**src/common/sarcs_defines.vh**
```
/*
 Constants for the successive-approximation conversion sequencer:
 code width, reset trial code and conversion timing counts.
 Assumes a 40 MHz system clock; included by bare name.
*/
`ifndef SARCS_DEFINES_VH
`define SARCS_DEFINES_VH

// ----------------------------------------------------------------
// Code layout
// ----------------------------------------------------------------
`define SARCS_NUM_BITS 12
`define SARCS_MSB_IDX 4'hb
`define SARCS_HALF_SCALE 12'h800
`define SARCS_ZERO_CODE 12'h000

// ----------------------------------------------------------------
// Timing
// ----------------------------------------------------------------
`define SARCS_CLK_PERIOD_NS 25
`define SARCS_STD_CONV_NS 5800
`define SARCS_FAST_CONV_NS 3000
`define SARCS_STD_BIT_CYC ((`SARCS_STD_CONV_NS / `SARCS_NUM_BITS) / `SARCS_CLK_PERIOD_NS)
`define SARCS_FAST_BIT_CYC ((`SARCS_FAST_CONV_NS / `SARCS_NUM_BITS) / `SARCS_CLK_PERIOD_NS)

// ----------------------------------------------------------------
// Sequencer states
// ----------------------------------------------------------------
`define SARCS_ST_IDLE 2'h0
`define SARCS_ST_ARMED 2'h1
`define SARCS_ST_CONV 2'h2

`endif

```
**src/core/sarcs_sequencer.v**
```verilog
/*
 Successive-approximation conversion sequencer for a 12-bit
 converter: trigger handling, bit trials, busy flag, parallel and
 serial result, short-cycle truncation.
 Assumes the comparator and short-cycle inputs are synchronous
 digital levels; short_cycle_i is tied low for full conversions.
*/
`timescale 1ns/10ps
`include "sarcs_defines.vh"

// Function
// - A full conversion runs twelve trials starting at half scale.
// - First decision sets the top bit if input exceeds trial, else clears.
// - Each later trial steps by the next binary weight; decisions clocked in.
// - Trigger pulse resets trial to half scale and raises busy.
// - Conversion clock starts and trials begin on trigger falling edge.
// - Busy falls after the final trial; parallel result then valid.
// - Truncation input tied to a result bit ends conversion early.
// - Result code is straight binary.
// - Result available in parallel and serially, internal or external clock.
// - Internal clock gives about 5.8 us per full conversion.
// - Fast trim completes a full conversion in 3.0 us.
module sarcs_sequencer #(
    parameter STD_CYC = `SARCS_STD_BIT_CYC,
    parameter FAST_CYC = `SARCS_FAST_BIT_CYC
)
(
    input wire clock_i,
    input wire rst_n_i,
    input wire convert_start_i,
    input wire comparator_i,
    input wire short_cycle_i,
    input wire ext_clk_sel_i,
    input wire ext_conv_clk_i,
    input wire fast_trim_i,
    output wire [11:0] parallel_result_bits_o,
    output wire serial_result_output_o,
    output wire busy_o,
    output wire conv_clk_o
);

    // ----------------------------------------------------------------
    // State
    // ----------------------------------------------------------------
    reg [1:0] state_reg;
    reg [1:0] state_next;
    reg [11:0] approximation_register_reg;
    reg [11:0] approximation_register_next;
    reg [3:0] idx_reg;
    reg [3:0] idx_next;
    reg busy_reg;
    reg busy_next;
    reg run_reg;
    reg run_next;
    reg serial_reg;
    reg serial_next;
    wire step;

    localparam [1:0] ST_IDLE = `SARCS_ST_IDLE;
    localparam [1:0] ST_ARMED = `SARCS_ST_ARMED;
    localparam [1:0] ST_CONV = `SARCS_ST_CONV;

    // ----------------------------------------------------------------
    // Trial code update
    // ----------------------------------------------------------------
    function [11:0] sarcs_decide;
        input [11:0] code;
        input [3:0] idx;
        input decision;
        reg [11:0] mask;
        begin
            mask = 12'h001 << idx;
            if (decision)
                sarcs_decide = code | mask;
            else
                sarcs_decide = code & ~mask;
        end
    endfunction

    // ----------------------------------------------------------------
    // Conversion clock
    // ----------------------------------------------------------------
    sarcs_clkgen #(
        .STD_CYC(STD_CYC),
        .FAST_CYC(FAST_CYC)
    ) u_clkgen (
        .clock_i(clock_i),
        .rst_n_i(rst_n_i),
        .enable_i(run_reg),
        .ext_clk_sel_i(ext_clk_sel_i),
        .ext_conv_clk_i(ext_conv_clk_i),
        .fast_trim_i(fast_trim_i),
        .conv_clk_o(conv_clk_o),
        .step_o(step)
    );

    // ----------------------------------------------------------------
    // Next-state logic
    // ----------------------------------------------------------------
    always @*
    begin
        state_next = state_reg;
        approximation_register_next = approximation_register_reg;
        idx_next = idx_reg;
        busy_next = busy_reg;
        run_next = run_reg;
        serial_next = serial_reg;
        case (state_reg)
            ST_IDLE:
            begin
                if (convert_start_i)
                begin
                    // Trigger restarts at half scale
                    approximation_register_next = `SARCS_HALF_SCALE;
                    idx_next = `SARCS_MSB_IDX;
                    busy_next = 1'b1;
                    state_next = ST_ARMED;
                end
            end
            ST_ARMED:
            begin
                if (!convert_start_i)
                begin
                    // Trailing edge enables the clock
                    run_next = 1'b1;
                    state_next = ST_CONV;
                end
            end
            ST_CONV:
            begin
                if (convert_start_i)
                begin
                    // Retrigger mid-conversion restarts
                    approximation_register_next = `SARCS_HALF_SCALE;
                    idx_next = `SARCS_MSB_IDX;
                    run_next = 1'b0;
                    state_next = ST_ARMED;
                end
                else if (step)
                begin
                    if (short_cycle_i && idx_reg != `SARCS_MSB_IDX)
                    begin
                        // Tied bit reached: drop its trial and stop
                        approximation_register_next =
                            sarcs_decide(approximation_register_reg, idx_reg, 1'b0);
                        busy_next = 1'b0;
                        run_next = 1'b0;
                        state_next = ST_IDLE;
                    end
                    else
                    begin
                        // Straight binary decision
                        approximation_register_next =
                            sarcs_decide(approximation_register_reg, idx_reg, comparator_i);
                        serial_next = comparator_i;
                        if (idx_reg == 4'h0)
                        begin
                            // All twelve trials done
                            busy_next = 1'b0;
                            run_next = 1'b0;
                            state_next = ST_IDLE;
                        end
                        else
                        begin
                            // Next weight set as trial
                            approximation_register_next[idx_reg - 4'h1] = 1'b1;
                            idx_next = idx_reg - 4'h1;
                        end
                    end
                end
            end
            default:
            begin
                state_next = ST_IDLE;
                busy_next = 1'b0;
                run_next = 1'b0;
            end
        endcase
    end

    // ----------------------------------------------------------------
    // Registers
    // ----------------------------------------------------------------
    always @(posedge clock_i or negedge rst_n_i)
    begin
        if (!rst_n_i)
        begin
            state_reg <= ST_IDLE;
            approximation_register_reg <= `SARCS_ZERO_CODE;
            idx_reg <= `SARCS_MSB_IDX;
            busy_reg <= 1'b0;
            run_reg <= 1'b0;
            serial_reg <= 1'b0;
        end
        else
        begin
            state_reg <= state_next;
            approximation_register_reg <= approximation_register_next;
            idx_reg <= idx_next;
            busy_reg <= busy_next;
            run_reg <= run_next;
            serial_reg <= serial_next;
        end
    end

    // ----------------------------------------------------------------
    // Outputs
    // ----------------------------------------------------------------
    assign parallel_result_bits_o = approximation_register_reg;
    assign serial_result_output_o = serial_reg;
    assign busy_o = busy_reg;

endmodule // sarcs_sequencer

```
**src/core/sarcs_clkgen.v**
```verilog
/*
 Conversion clock generator: internal divider or sampled external
 clock, gated by an enable, with a one-cycle step pulse per bit.
 Assumes ext_conv_clk_i is synchronous to clock_i.
*/
`timescale 1ns/10ps
`include "sarcs_defines.vh"

module sarcs_clkgen #(
    parameter STD_CYC = `SARCS_STD_BIT_CYC,
    parameter FAST_CYC = `SARCS_FAST_BIT_CYC
)
(
    input wire clock_i,
    input wire rst_n_i,
    input wire enable_i,
    input wire ext_clk_sel_i,
    input wire ext_conv_clk_i,
    input wire fast_trim_i,
    output reg conv_clk_o,
    output reg step_o
);

    reg [7:0] cnt_reg;
    reg ext_prev_reg;
    wire [7:0] period;
    wire [7:0] half;

    assign period = fast_trim_i ? FAST_CYC[7:0] : STD_CYC[7:0];
    assign half = {1'b0, period[7:1]};

    // ----------------------------------------------------------------
    // Divider and external clock edge tracking
    // ----------------------------------------------------------------
    always @(posedge clock_i or negedge rst_n_i)
    begin
        if (!rst_n_i)
        begin
            cnt_reg <= 8'h00;
            ext_prev_reg <= 1'b0;
            conv_clk_o <= 1'b0;
            step_o <= 1'b0;
        end
        else
        begin
            ext_prev_reg <= ext_conv_clk_i;
            step_o <= 1'b0;
            if (!enable_i)
            begin
                // Clock idle outside a conversion
                cnt_reg <= 8'h00;
                conv_clk_o <= 1'b0;
            end
            else if (ext_clk_sel_i)
            begin
                conv_clk_o <= ext_conv_clk_i;
                // Step on external falling edge
                if (ext_prev_reg && !ext_conv_clk_i)
                    step_o <= 1'b1;
            end
            else
            begin
                // One bit per divider period
                if (cnt_reg >= period - 8'h01)
                begin
                    cnt_reg <= 8'h00;
                    step_o <= 1'b1;
                end
                else
                    cnt_reg <= cnt_reg + 8'h01;
                conv_clk_o <= (cnt_reg < half) ? 1'b1 : 1'b0;
            end
        end
    end

endmodule // sarcs_clkgen

```
**config.mk**
```make
export PLATFORM = sky130hd
export DESIGN_NAME = sarcs_sequencer
export DESIGN_NICKNAME = d
export VERILOG_FILES = /design/src/core/sarcs_sequencer.v /design/src/core/sarcs_clkgen.v
export VERILOG_INCLUDE_DIRS = /design/src /design/src/common
export SDC_FILE = /design/constraint.sdc
export NUM_CORES = 1
export LEC_CHECK = 0
export BUFFER_PORTS_ARGS = -buffer_cell sky130_fd_sc_hd__buf_2
export CAP_MARGIN = 20
export CORE_AREA = 8 8 118 66
export CTS_CLUSTER_SIZE = 8
export DETAILED_ROUTE_END_ITERATION = 16
export DIE_AREA = 0 0 126 74
export SKIP_LAST_GASP = 1
export SYNTH_ARGS = -nofsm -noshare
export SYNTH_HDL_FRONTEND = slang
export SYNTH_HIERARCHICAL = 1
export SYNTH_SLANG_ARGS = --single-unit
```
**constraint.sdc**
```tcl
create_clock -name clock_i -period 2.1 [get_ports clock_i]
set_clock_uncertainty 0.05 [all_clocks]
set_input_delay 0.315 -clock clock_i [delete_from_list [all_inputs] [get_ports clock_i]]
set_output_delay 0.315 -clock clock_i [all_outputs]
set_load 0.02 [all_outputs]
```
---- Word level (Yosys, flattened, before mapping) ----
Index checks and enable logic that the tools add are counted.
word-level totals
  register bits after elaboration ......... 32
  bits of input ports ..................... 8
  output and inout port bits .............. 15
  logic and storage cells ................. 98
cells by class
  order comparisons ....................... 4
  reduce and logical (&&, ||, !) cells .... 13
  multiplexer cells ....................... 46
  bitwise operators ....................... 8
  add/sub/neg operators ................... 3
  equality and inequality tests ........... 13
  shift operators ......................... 1
operators with widths
  kind                    number
  $mux W12                10
  $mux W8                 3
  $or A12 B12 Y12         2
  $pmux W12 S2            1
  $mux W4                 5
  $mux W1                 15
  $and A12 B12 Y12        1
  $mux W2                 6
  $not A12 Y12            1
  $reduce_and A4 Y1       3
  $shl A1 B4 Y12 const A  1
  $reduce_and A5 Y1       2
  $ne A3 B3 Y1 const B    3
  $add A8 B1 Y8 const B   1
  $ge A8 B8 Y1            1
  $lt A8 B7 Y1            1
  $ne A2 B2 Y1 const B    4
  $ne A4 B4 Y1 const B    2
  $pmux W4 S2             1
  $sub A8 B1 Y8 const B   1
  $pmux W1 S3             2
  $pmux W2 S3             1
  $lt A4 B5 Y1 const B    1
  $mux W5                 1
  other kinds (14)        19

---- Longest topological paths before layout ----
Gate-level depths: netlist of run 1.
  word-level depth ........................ 14
  gate-level depth with buffers ........... 7
  depth with buffers taken out ............ 7

---- Modules after synthesis ----
Netlist of run 1, hierarchy kept.
by module, submodules not included
  module           seq. area each (um^2)  area each (um^2)  times used  cells an instance
  sarcs_sequencer  529.3                  1352.5            1           146
  sarcs_clkgen     275.3                  724.4             1           70

---- Worst setup path before layout of run 1 ----
No wires, ideal clock.
  path kind ............................... register to register
  start point ............................. register idx_reg[0]
  end point ............................... register approximation_register_reg[8] (netlist: parallel_result_bits_o[8])
  path slack .............................. 0.271 ns
  path buffers ............................ 0
  required time ........................... 1.924 ns
  stages on the path, launching flop included .. 8
  clock period less this slack ............ 1.829 ns
  data arrival time ....................... 1.653 ns
  library setup time ...................... 0.126 ns
  path through ............................ dfstp_2 inv_1 ha_1 nand2_1 o21ai_1 a22oi_1 nor2_1 a221o_1
on the way
  longest elaborated chain between the ends .. 14
  elaborated cells on any way between the ends .. 24
  classes of those cells .................. 1 x add/sub; 2 x order compare; 1 x eq/ne; 1 x shift; 12 x mux; 4 x bitwise; 3 x reduce/logical
ends and longest elaborated chain
  item                                                   RTL line               RTL
  from (decl)                                            sarcs_sequencer.v:49   reg [3:0] idx_reg;
  from (signal assigned)                                 sarcs_sequencer.v:190  idx_reg <= `SARCS_MSB_IDX;
  from (signal assigned)                                 sarcs_sequencer.v:199  idx_reg <= idx_next;
  branches (longest 10 deep; another with $lt A4 B5 Y1)  n/a
  $mux W12 (*)                                           sarcs_sequencer.v:141  if (short_cycle_i && idx_reg != `SARCS_MSB_IDX)
  $mux W12 (*)                                           sarcs_sequencer.v:139  else if (step)
  $mux W12 (*)                                           sarcs_sequencer.v:131  if (convert_start_i)
  $pmux W12 S2 (*)                                       sarcs_sequencer.v:108  case (state_reg)
  to (signal assigned)                                   sarcs_sequencer.v:189  approximation_register_reg <= `SARCS_ZERO_CODE;
  to (signal assigned)                                   sarcs_sequencer.v:198  approximation_register_reg <= approximation_register_next;
  to (decl)                                              sarcs_sequencer.v:47   reg [11:0] approximation_register_reg;
Every way passes the cells marked *. The select of a mux whose other input is x is not followed.
A chain may end at the register's enable or synchronous reset.

---- Final worst setup path of run 1 ----
  start point ............................. register idx_reg[0]
  end point ............................... register approximation_register_reg[2] (netlist: parallel_result_bits_o[2])
The elaborated chain is that of the path after synthesis.

==> results of run 1 <==
-- layer usage --
layer  wire length, µm  vias to the layer above
li1                  -                      861
met1              2970                      814
met2              1790                       65
met3               407                        7
met4                85                        0
met5                 0                        -
-- worst paths after layout --
path                                                   end  slack [ps]  depth (start not counted)
worst min-delay path             parallel_result_bits_o[5]          40                          1
max in group asynchronous       parallel_result_bits_o[10]        1500                          1
worst min register to register      serial_result_output_o         440                          2
worst max register to register   parallel_result_bits_o[2]         110                          7
worst max-delay path             parallel_result_bits_o[2]         110                          7
min in group clock_i                 u_clkgen/ext_prev_reg         120                          1
-- cell usage after synthesis (all sizes together) (2+ instances only) --
| cell type | instances | area [µm²] |
|---|---|---|
| a211o | 2 | 17.5 |
| and2 | 4 | 26.3 |
| a32oi | 3 | 26.3 |
| a31oi | 2 | 12.5 |
| nor2 | 7 | 36.3 |
| o21a | 9 | 67.6 |
| nand4 | 2 | 12.5 |
| o21ai | 20 | 108 |
| o31ai | 5 | 37.5 |
| buf | 6 | 38.8 |
| a21oi | 20 | 104 |
| nand2b | 2 | 20.0 |
| clkbuf | 2 | 7.51 |
| a211oi | 6 | 45.0 |
| nand2 | 17 | 73.8 |
| dfstp | 3 | 78.8 |
| and3 | 6 | 42.5 |
| dfrtp | 29 | 726 |
| ha | 14 | 175 |
| or2 | 2 | 12.5 |
| xor2 | 6 | 52.6 |
| nor3 | 2 | 10.0 |
| nand3 | 5 | 25.0 |
| o22ai | 3 | 18.8 |
| a221o | 6 | 60.1 |
| inv | 13 | 48.8 |
-- power breakdown --
part / internal [mW] / leakage (nW) / total (mW) / switching (mW)
clock: 0.558 / 0.0808 / 0.833 / 0.275
sequential: 0.698 / 0.416 / 0.784 / 0.0860
combinational: 0.263 / 0.660 / 0.663 / 0.400
total: 1.52 / 1.16 / 2.28 / 0.762
-- layout make-up --
type / instances / share of cell area
multi-input cells: 162 / 0.483
flip-flops and latches: 32 / 0.326
repair buffers: 28 / 0.0628
clock buffers: 6 / 0.0522
well taps: 80 / 0.0405
inverters: 14 / 0.0213
clock inverters: 2 / 0.0142
-- worst register-to-register path: cells and delay by family, from the launching register on --
kind	cells	cell delay [ps]
AO/OA/AOI/OAI	3	450
adder cells (fa/ha/maj)	1	230
AND/OR/NAND/NOR	1	260
multiplexers	1	220
flip-flops	1	600
buffers and inverters	1	120
-- logic make-up after synthesis --
family | count (synthesis) | synth area share
adder cells (fa/ha/maj) | 14 | 0.0843
flip-flops | 32 | 0.387
AO/OA/AOI/OAI | 87 | 0.299
XOR/XNOR | 6 | 0.0253
multiplexers | 2 | 0.0102
AND/OR/NAND/NOR | 53 | 0.146
buffers and inverters | 22 | 0.0476
-- repair_timing --
item / CTS / global route
buffers inserted: 0 / 0
setup endpoints to repair: 0 / 6
resized for setup: 0 / 5
-- through the flow --
step,setup WS [ps],util,std cells,power (mW)
2_1_floorplan,271,-,216,1.22
3_3_place_gp,116,0.366,316,1.43
3_5_place_dp,105,0.366,316,1.44
4_1_cts,98.2,0.392,324,2.29
5_1_grt,7.64,0.395,324,2.41
6_report,115,0.395,324,2.28
==> summary.txt, run 1 <==
Critical path
  • Slowest stage cell, crit path: dfstp_2
  • Cell family with most CP delay: flip-flops
  • Crit path capture type: flop
  • Crit. Startpoint: idx_reg[0]
  • CP peak stage delay: 600 ps
  • Crit Path Category: reg -> reg
  • Buf+Inv Stages, Crit Path: 1
  • Req. time, crit path: 2260 ps
  • Reg2reg start: idx_reg[0]
  • Worst path arrival time: 2140 ps
  • CP cell instances: inv_1 > ha_2 > or2_1 > o31ai_2 > mux2_4 > a32oi_1 > o21ai_1
  • Worst setup SP type: flop
  • Critical path fanouts, max: 6

Detailed routing
  • DR WL/cell: 16.2 µm
  • Final WL: 5250 µm
  • Residual DRC: 0
  • Routed vias/inst: 5.39
  • DRT antenna net count: 0
  • Drt pass-1 iters: 4
  • Initial DRC Count: 131
  • DR vias: 1747

Timing
  • Worst slew margin: 0.519
  • RSZ-0062 raised after global routing: false
  • Fin crit share: 0.945
  • Final Hold Slack: 35.6 ps
  • TNS Setup: 0 ps
  • Final setup violation count: 0
  • Fin. max-slew vios: 0
  • Fin crit period: 1990 ps
  • Fmax: 504 MHz
  • Slew @ Worst Pin: 721 ps
  • Final Hold Fails: 0

Final layout
  • Syn-to-layout area delta: 18.9%
  • Layout cell share with drive strength beyond 1: 0.254
  • Area occupied by multi-input gates: 1190 µm²
  • Total Nets Final: 265
  • Most common cell after layout, fill and taps aside: dfrtp_1
  • Fill count: 625
  • Diodes inserted: 0
  • Final Cell Area: 2470 µm²
  • Largest register FFs: 12
  • Most frequent cells in the layout: dfrtp_1, buf_2, a21oi_1
  • Reg area: 805 µm²

Clocking
  • Insertion delay to the later sink of the worst-skew pair: 280 ps
  • CTS tree: yes
  • H-tree levels: 2
  • CTS root buffer: clkbuf_16
  • Post-CTS Hold Buffers: 0
  • Reg clk slew, reported paths: 50 ps
  • CTS buffer count: 5
  • Sink Count: 32
  • Maximum clock insertion buffer count: 2

Pwr
  • Maximum vdd ir drop: 0.000533 V
  • Power per cell area: 923 nW/µm²
  • Pleak: 1.16 nW

Synth
  • Share of synthesized registers carrying an async set or reset: 1.00
  • Yosys warning count: 6
  • Yosys cell types: 58
  • Mean post-synth cell area: 9.62 µm²
  • Post-Syn Nets: 238
  • #FFs+latches synth: 32
  • Main synth FF type: dfrtp_1
  • Post-Syn Area: 2080 µm²
  • Number of synthesized flops with an enable pin: 0
  • Gate Count Post-Synth: 216
  • Register area share after synthesis: 0.387

Floorplan
  • Site Rows: 21
  • Die Area: 9320 µm²
  • Die Width: 126 µm
  • Starting density of the core: 0.332
  • Core area: 6250 µm²
  • Boundary Pins: 23
  • Die Y: 74 µm

Placement
  • GP Congestion: 0.872
  • Number of port buffers: 22
  • Post-DP Area: 2290 µm²
  • Hpwl dp: 3910 µm

Global route
  • Grt met3 use: 0.0393
  • Pin count of the biggest net entering global routing: 33
  • Routing usage on met2: 0.129
  • First-pass GRT wire length: 8740 µm
  • Grt total ovfl: 0
  • Vias in the first global route: 1610
  • Initial antenna violation count: 0
  • Met1 Usage GRT: 0.195
  • GRT Total Usage: 0.121
  • GR peak layer: met1

Min path
  • Worst Hold Class: in -> async

Run
  • Max Cap Viol: 0

Status
  • Status: finished clean
No activity file was read; power rests on OpenSTA's default activity.
==> run 2: changes to the inputs <==
--- a/config.mk
+++ b/config.mk
@@ -9,6 +9,7 @@
 export BUFFER_PORTS_ARGS = -buffer_cell sky130_fd_sc_hd__buf_2
 export CAP_MARGIN = 20
 export CORE_AREA = 8 8 118 66
+export CTS_BUF_LIST = sky130_fd_sc_hd__clkbuf_4 sky130_fd_sc_hd__clkbuf_8
 export CTS_CLUSTER_SIZE = 8
 export DETAILED_ROUTE_END_ITERATION = 16
 export DIE_AREA = 0 0 126 74
==> run 2 against run 1 <==
Net effect: combinational power grew 0.6%; setup slack gained 6.0 ps; wire length grew 0.78%; critical path depth is the same; sequential power is essentially flat; maximum frequency grew 0.30%; critical path type unchanged; largest power group is now registers; largest cell class unchanged; final cell count is the same; global-route usage shrank 0.078 points.
==> summary.txt, run 2 (synthesis results as in run 1) <==
Timing
  • TNS Setup: 0 ps (unchanged)
  • Fmax: 505 MHz (+0.30%)
  • Worst slew margin: 0.522 (+0.00295)
  • Final WS setup: 121 ps (+5.95 ps)
  • Slew @ Worst Pin: 717 ps (-4.42 ps)
  • Final setup violation count: 0 (unchanged)
  • Fin. max-slew vios: 0 (unchanged)
  • Final Hold Slack: 15.0 ps (-20.6 ps)
  • Fin crit period: 1980 ps (-5.95 ps)
  • Final Hold Fails: 0 (unchanged)
  • Fin crit share: 0.943 (-0.00284)
  • RSZ-0062 raised after global routing: false

Critical path
  • Buf+Inv Stages, Crit Path: 1 (unchanged)
  • CP peak stage delay: 600 ps (about the same)
  • CP cell instances: inv_1 > ha_2 > or2_1 > o31ai_2 > mux2_4 > a32oi_1 > o21ai_1
  • Crit Path Category: reg -> reg
  • Worst path arrival time: 2150 ps (about the same)
  • Cell family with most CP delay: flip-flops
  • Worst setup SP type: flop
  • Critical path fanouts, max: 6 (unchanged)
  • Slowest stage cell, crit path: dfstp_2
  • Crit path capture type: flop
  • Req. time, crit path: 2270 ps (about the same)

Final layout
  • Most frequent cells in the layout: dfrtp_1, buf_2, a21oi_1
  • Layout cell share with drive strength beyond 1: 0.258 (+0.00410)
  • Most common cell after layout, fill and taps aside: dfrtp_1
  • Total Nets Final: 265 (unchanged)
  • Largest register FFs: 12 (unchanged)
  • Diodes inserted: 0 (unchanged)
  • Syn-to-layout area delta: 16.3%

Pwr
  • Comb pwr share: 0.324 (+0.033)
  • P_int: 1.32 mW (-13%)
  • Sw frac: 0.357 (+0.0225)
  • Pwr Total: 2.06 mW (-9.7%)
  • Pleak: 1.13 nW (-1.9%)
  • Maximum vdd ir drop: 0.000430 V (-19%)
  • NetSw: 0.734 mW (-3.6%)
  • Seq pwr share: 0.380 (+0.036)
  • Clk network pwr share: 0.297 (-0.068)
  • Power per cell area: 852 nW/µm² (-7.7%)

Floorplan
  • Core area: 6250 µm² (unchanged)
  • Starting density of the core: 0.332 (unchanged)
  • Die Area: 9320 µm² (unchanged)
  • Die Width: 126 µm (unchanged)
  • Die Y: 74 µm (unchanged)
  • Site Rows: 21 (unchanged)
  • Boundary Pins: 23 (unchanged)

Clocking
  • Resized Gates After CTS: 0 (unchanged)
  • Sink Count: 32 (unchanged)
  • Post-CTS Hold Buffers: 0 (unchanged)
  • CTS tree: yes
  • CTS buffer count: 5 (unchanged)
  • Insertion delay to the later sink of the worst-skew pair: 300 ps (+20 ps)
  • Reg clk slew, reported paths: 70 ps (+20 ps)
  • Postcts setup bufs: 0 (unchanged)
  • CTS root buffer: clkbuf_8
  • H-tree levels: 2 (unchanged)
  • Maximum clock insertion buffer count: 2 (unchanged)

Global route
  • GRT Total Usage: 0.121 (-0.000783)
  • Pin count of the biggest net entering global routing: 33 (unchanged)
  • Grt met3 use: 0.0372 (-0.00215)
  • Met1 Usage GRT: 0.197 (+0.00127)
  • GR peak layer: met1
  • Initial antenna violation count: 0 (unchanged)
  • First-pass GRT wire length: 8730 µm (about the same)
  • Grt total ovfl: 0 (unchanged)
  • Routing usage on met2: 0.128 (-0.00118)
  • Vias in the first global route: 1607 (-0.19%)

Detailed routing
  • Initial DRC Count: 177 (+35%)
  • Final WL: 5290 µm (+0.78%)
  • Residual DRC: 0 (unchanged)
  • DR vias: 1740 (-0.40%)
  • Routed vias/inst: 5.37 (-0.40%)
  • Drt pass-1 iters: 5 (+1)
  • DR WL/cell: 16.3 µm (+0.78%)
  • DRT antenna net count: 0 (unchanged)

Placement
  • Number of port buffers: 22 (unchanged)
  • Post-Place Worst Slack: 105 ps (unchanged)
  • Hpwl dp: 3910 µm (unchanged)
  • GP Congestion: 0.872 (unchanged)

Run
  • Max Cap Viol: 0 (unchanged)

Status
  • Status: finished clean

Min path
  • Worst Hold Class: in -> async
run 2: worst register-to-register path, delay by kind of cell, from the launching register on:
family / cells / cell delay [ps]
flip-flops: 1 / 600
AO/OA/AOI/OAI: 3 / 440
AND/OR/NAND/NOR: 1 / 260
adder cells (fa/ha/maj): 1 / 230
multiplexers: 1 / 220
buffers and inverters: 1 / 120
run 2: final timing paths:
path | from | to | slack [ps] | depth (start not counted)
setup / recovery | idx_reg[0] | parallel_result_bits_o[2] | 120 | 7
hold / removal | rst_n_i | parallel_result_bits_o[5] | 20 | 1
setup reg to reg | idx_reg[0] | parallel_result_bits_o[2] | 120 | 7
hold reg to reg | serial_result_output_o | serial_result_output_o | 450 | 2
max in group asynchronous | rst_n_i | parallel_result_bits_o[10] | 1520 | 1
min in group clock_i | ext_conv_clk_i | u_clkgen/ext_prev_reg | 100 | 1
run 2: layout make-up:
type,count,area [µm²]
Clock buffer,6,76.3
Clock inverter,2,35.0
Fill cell,635,3840
Inverter,14,52.6
Multi-Input combinational cell,162,1190
Sequential cell,32,805
Tap cell,80,100
Timing Repair Buffer,28,155
run 2: per-layer routing:
layer	part of all wire	vias up
met1	0.57	820
li1	-	859
met4	0.017	0
met5	0	-
met3	0.073	7
met2	0.34	54
run 2: per-stage QoR:
stage / utilization / cells / instance area (µm²)
after floorplan: - / 216 / 2080
after global placement: 0.366 / 316 / 2290
after detailed placement: 0.366 / 316 / 2290
after CTS: 0.383 / 324 / 2400
after global routing: 0.386 / 324 / 2420
final: 0.386 / 324 / 2420
run 2: power by group through the flow:
| stage | Combinational (mW) | Clock [mW] | Sequential [mW] |
|---|---|---|---|
| CTS | 0.657 | 0.635 | 0.780 |
| global route | 0.741 | 0.656 | 0.794 |
| finish | 0.667 | 0.610 | 0.781 |
| global placement | 0.644 | 0 | 0.790 |
| floorplan | 0.410 | 0 | 0.813 |
| detailed placement | 0.654 | 0 | 0.789 |
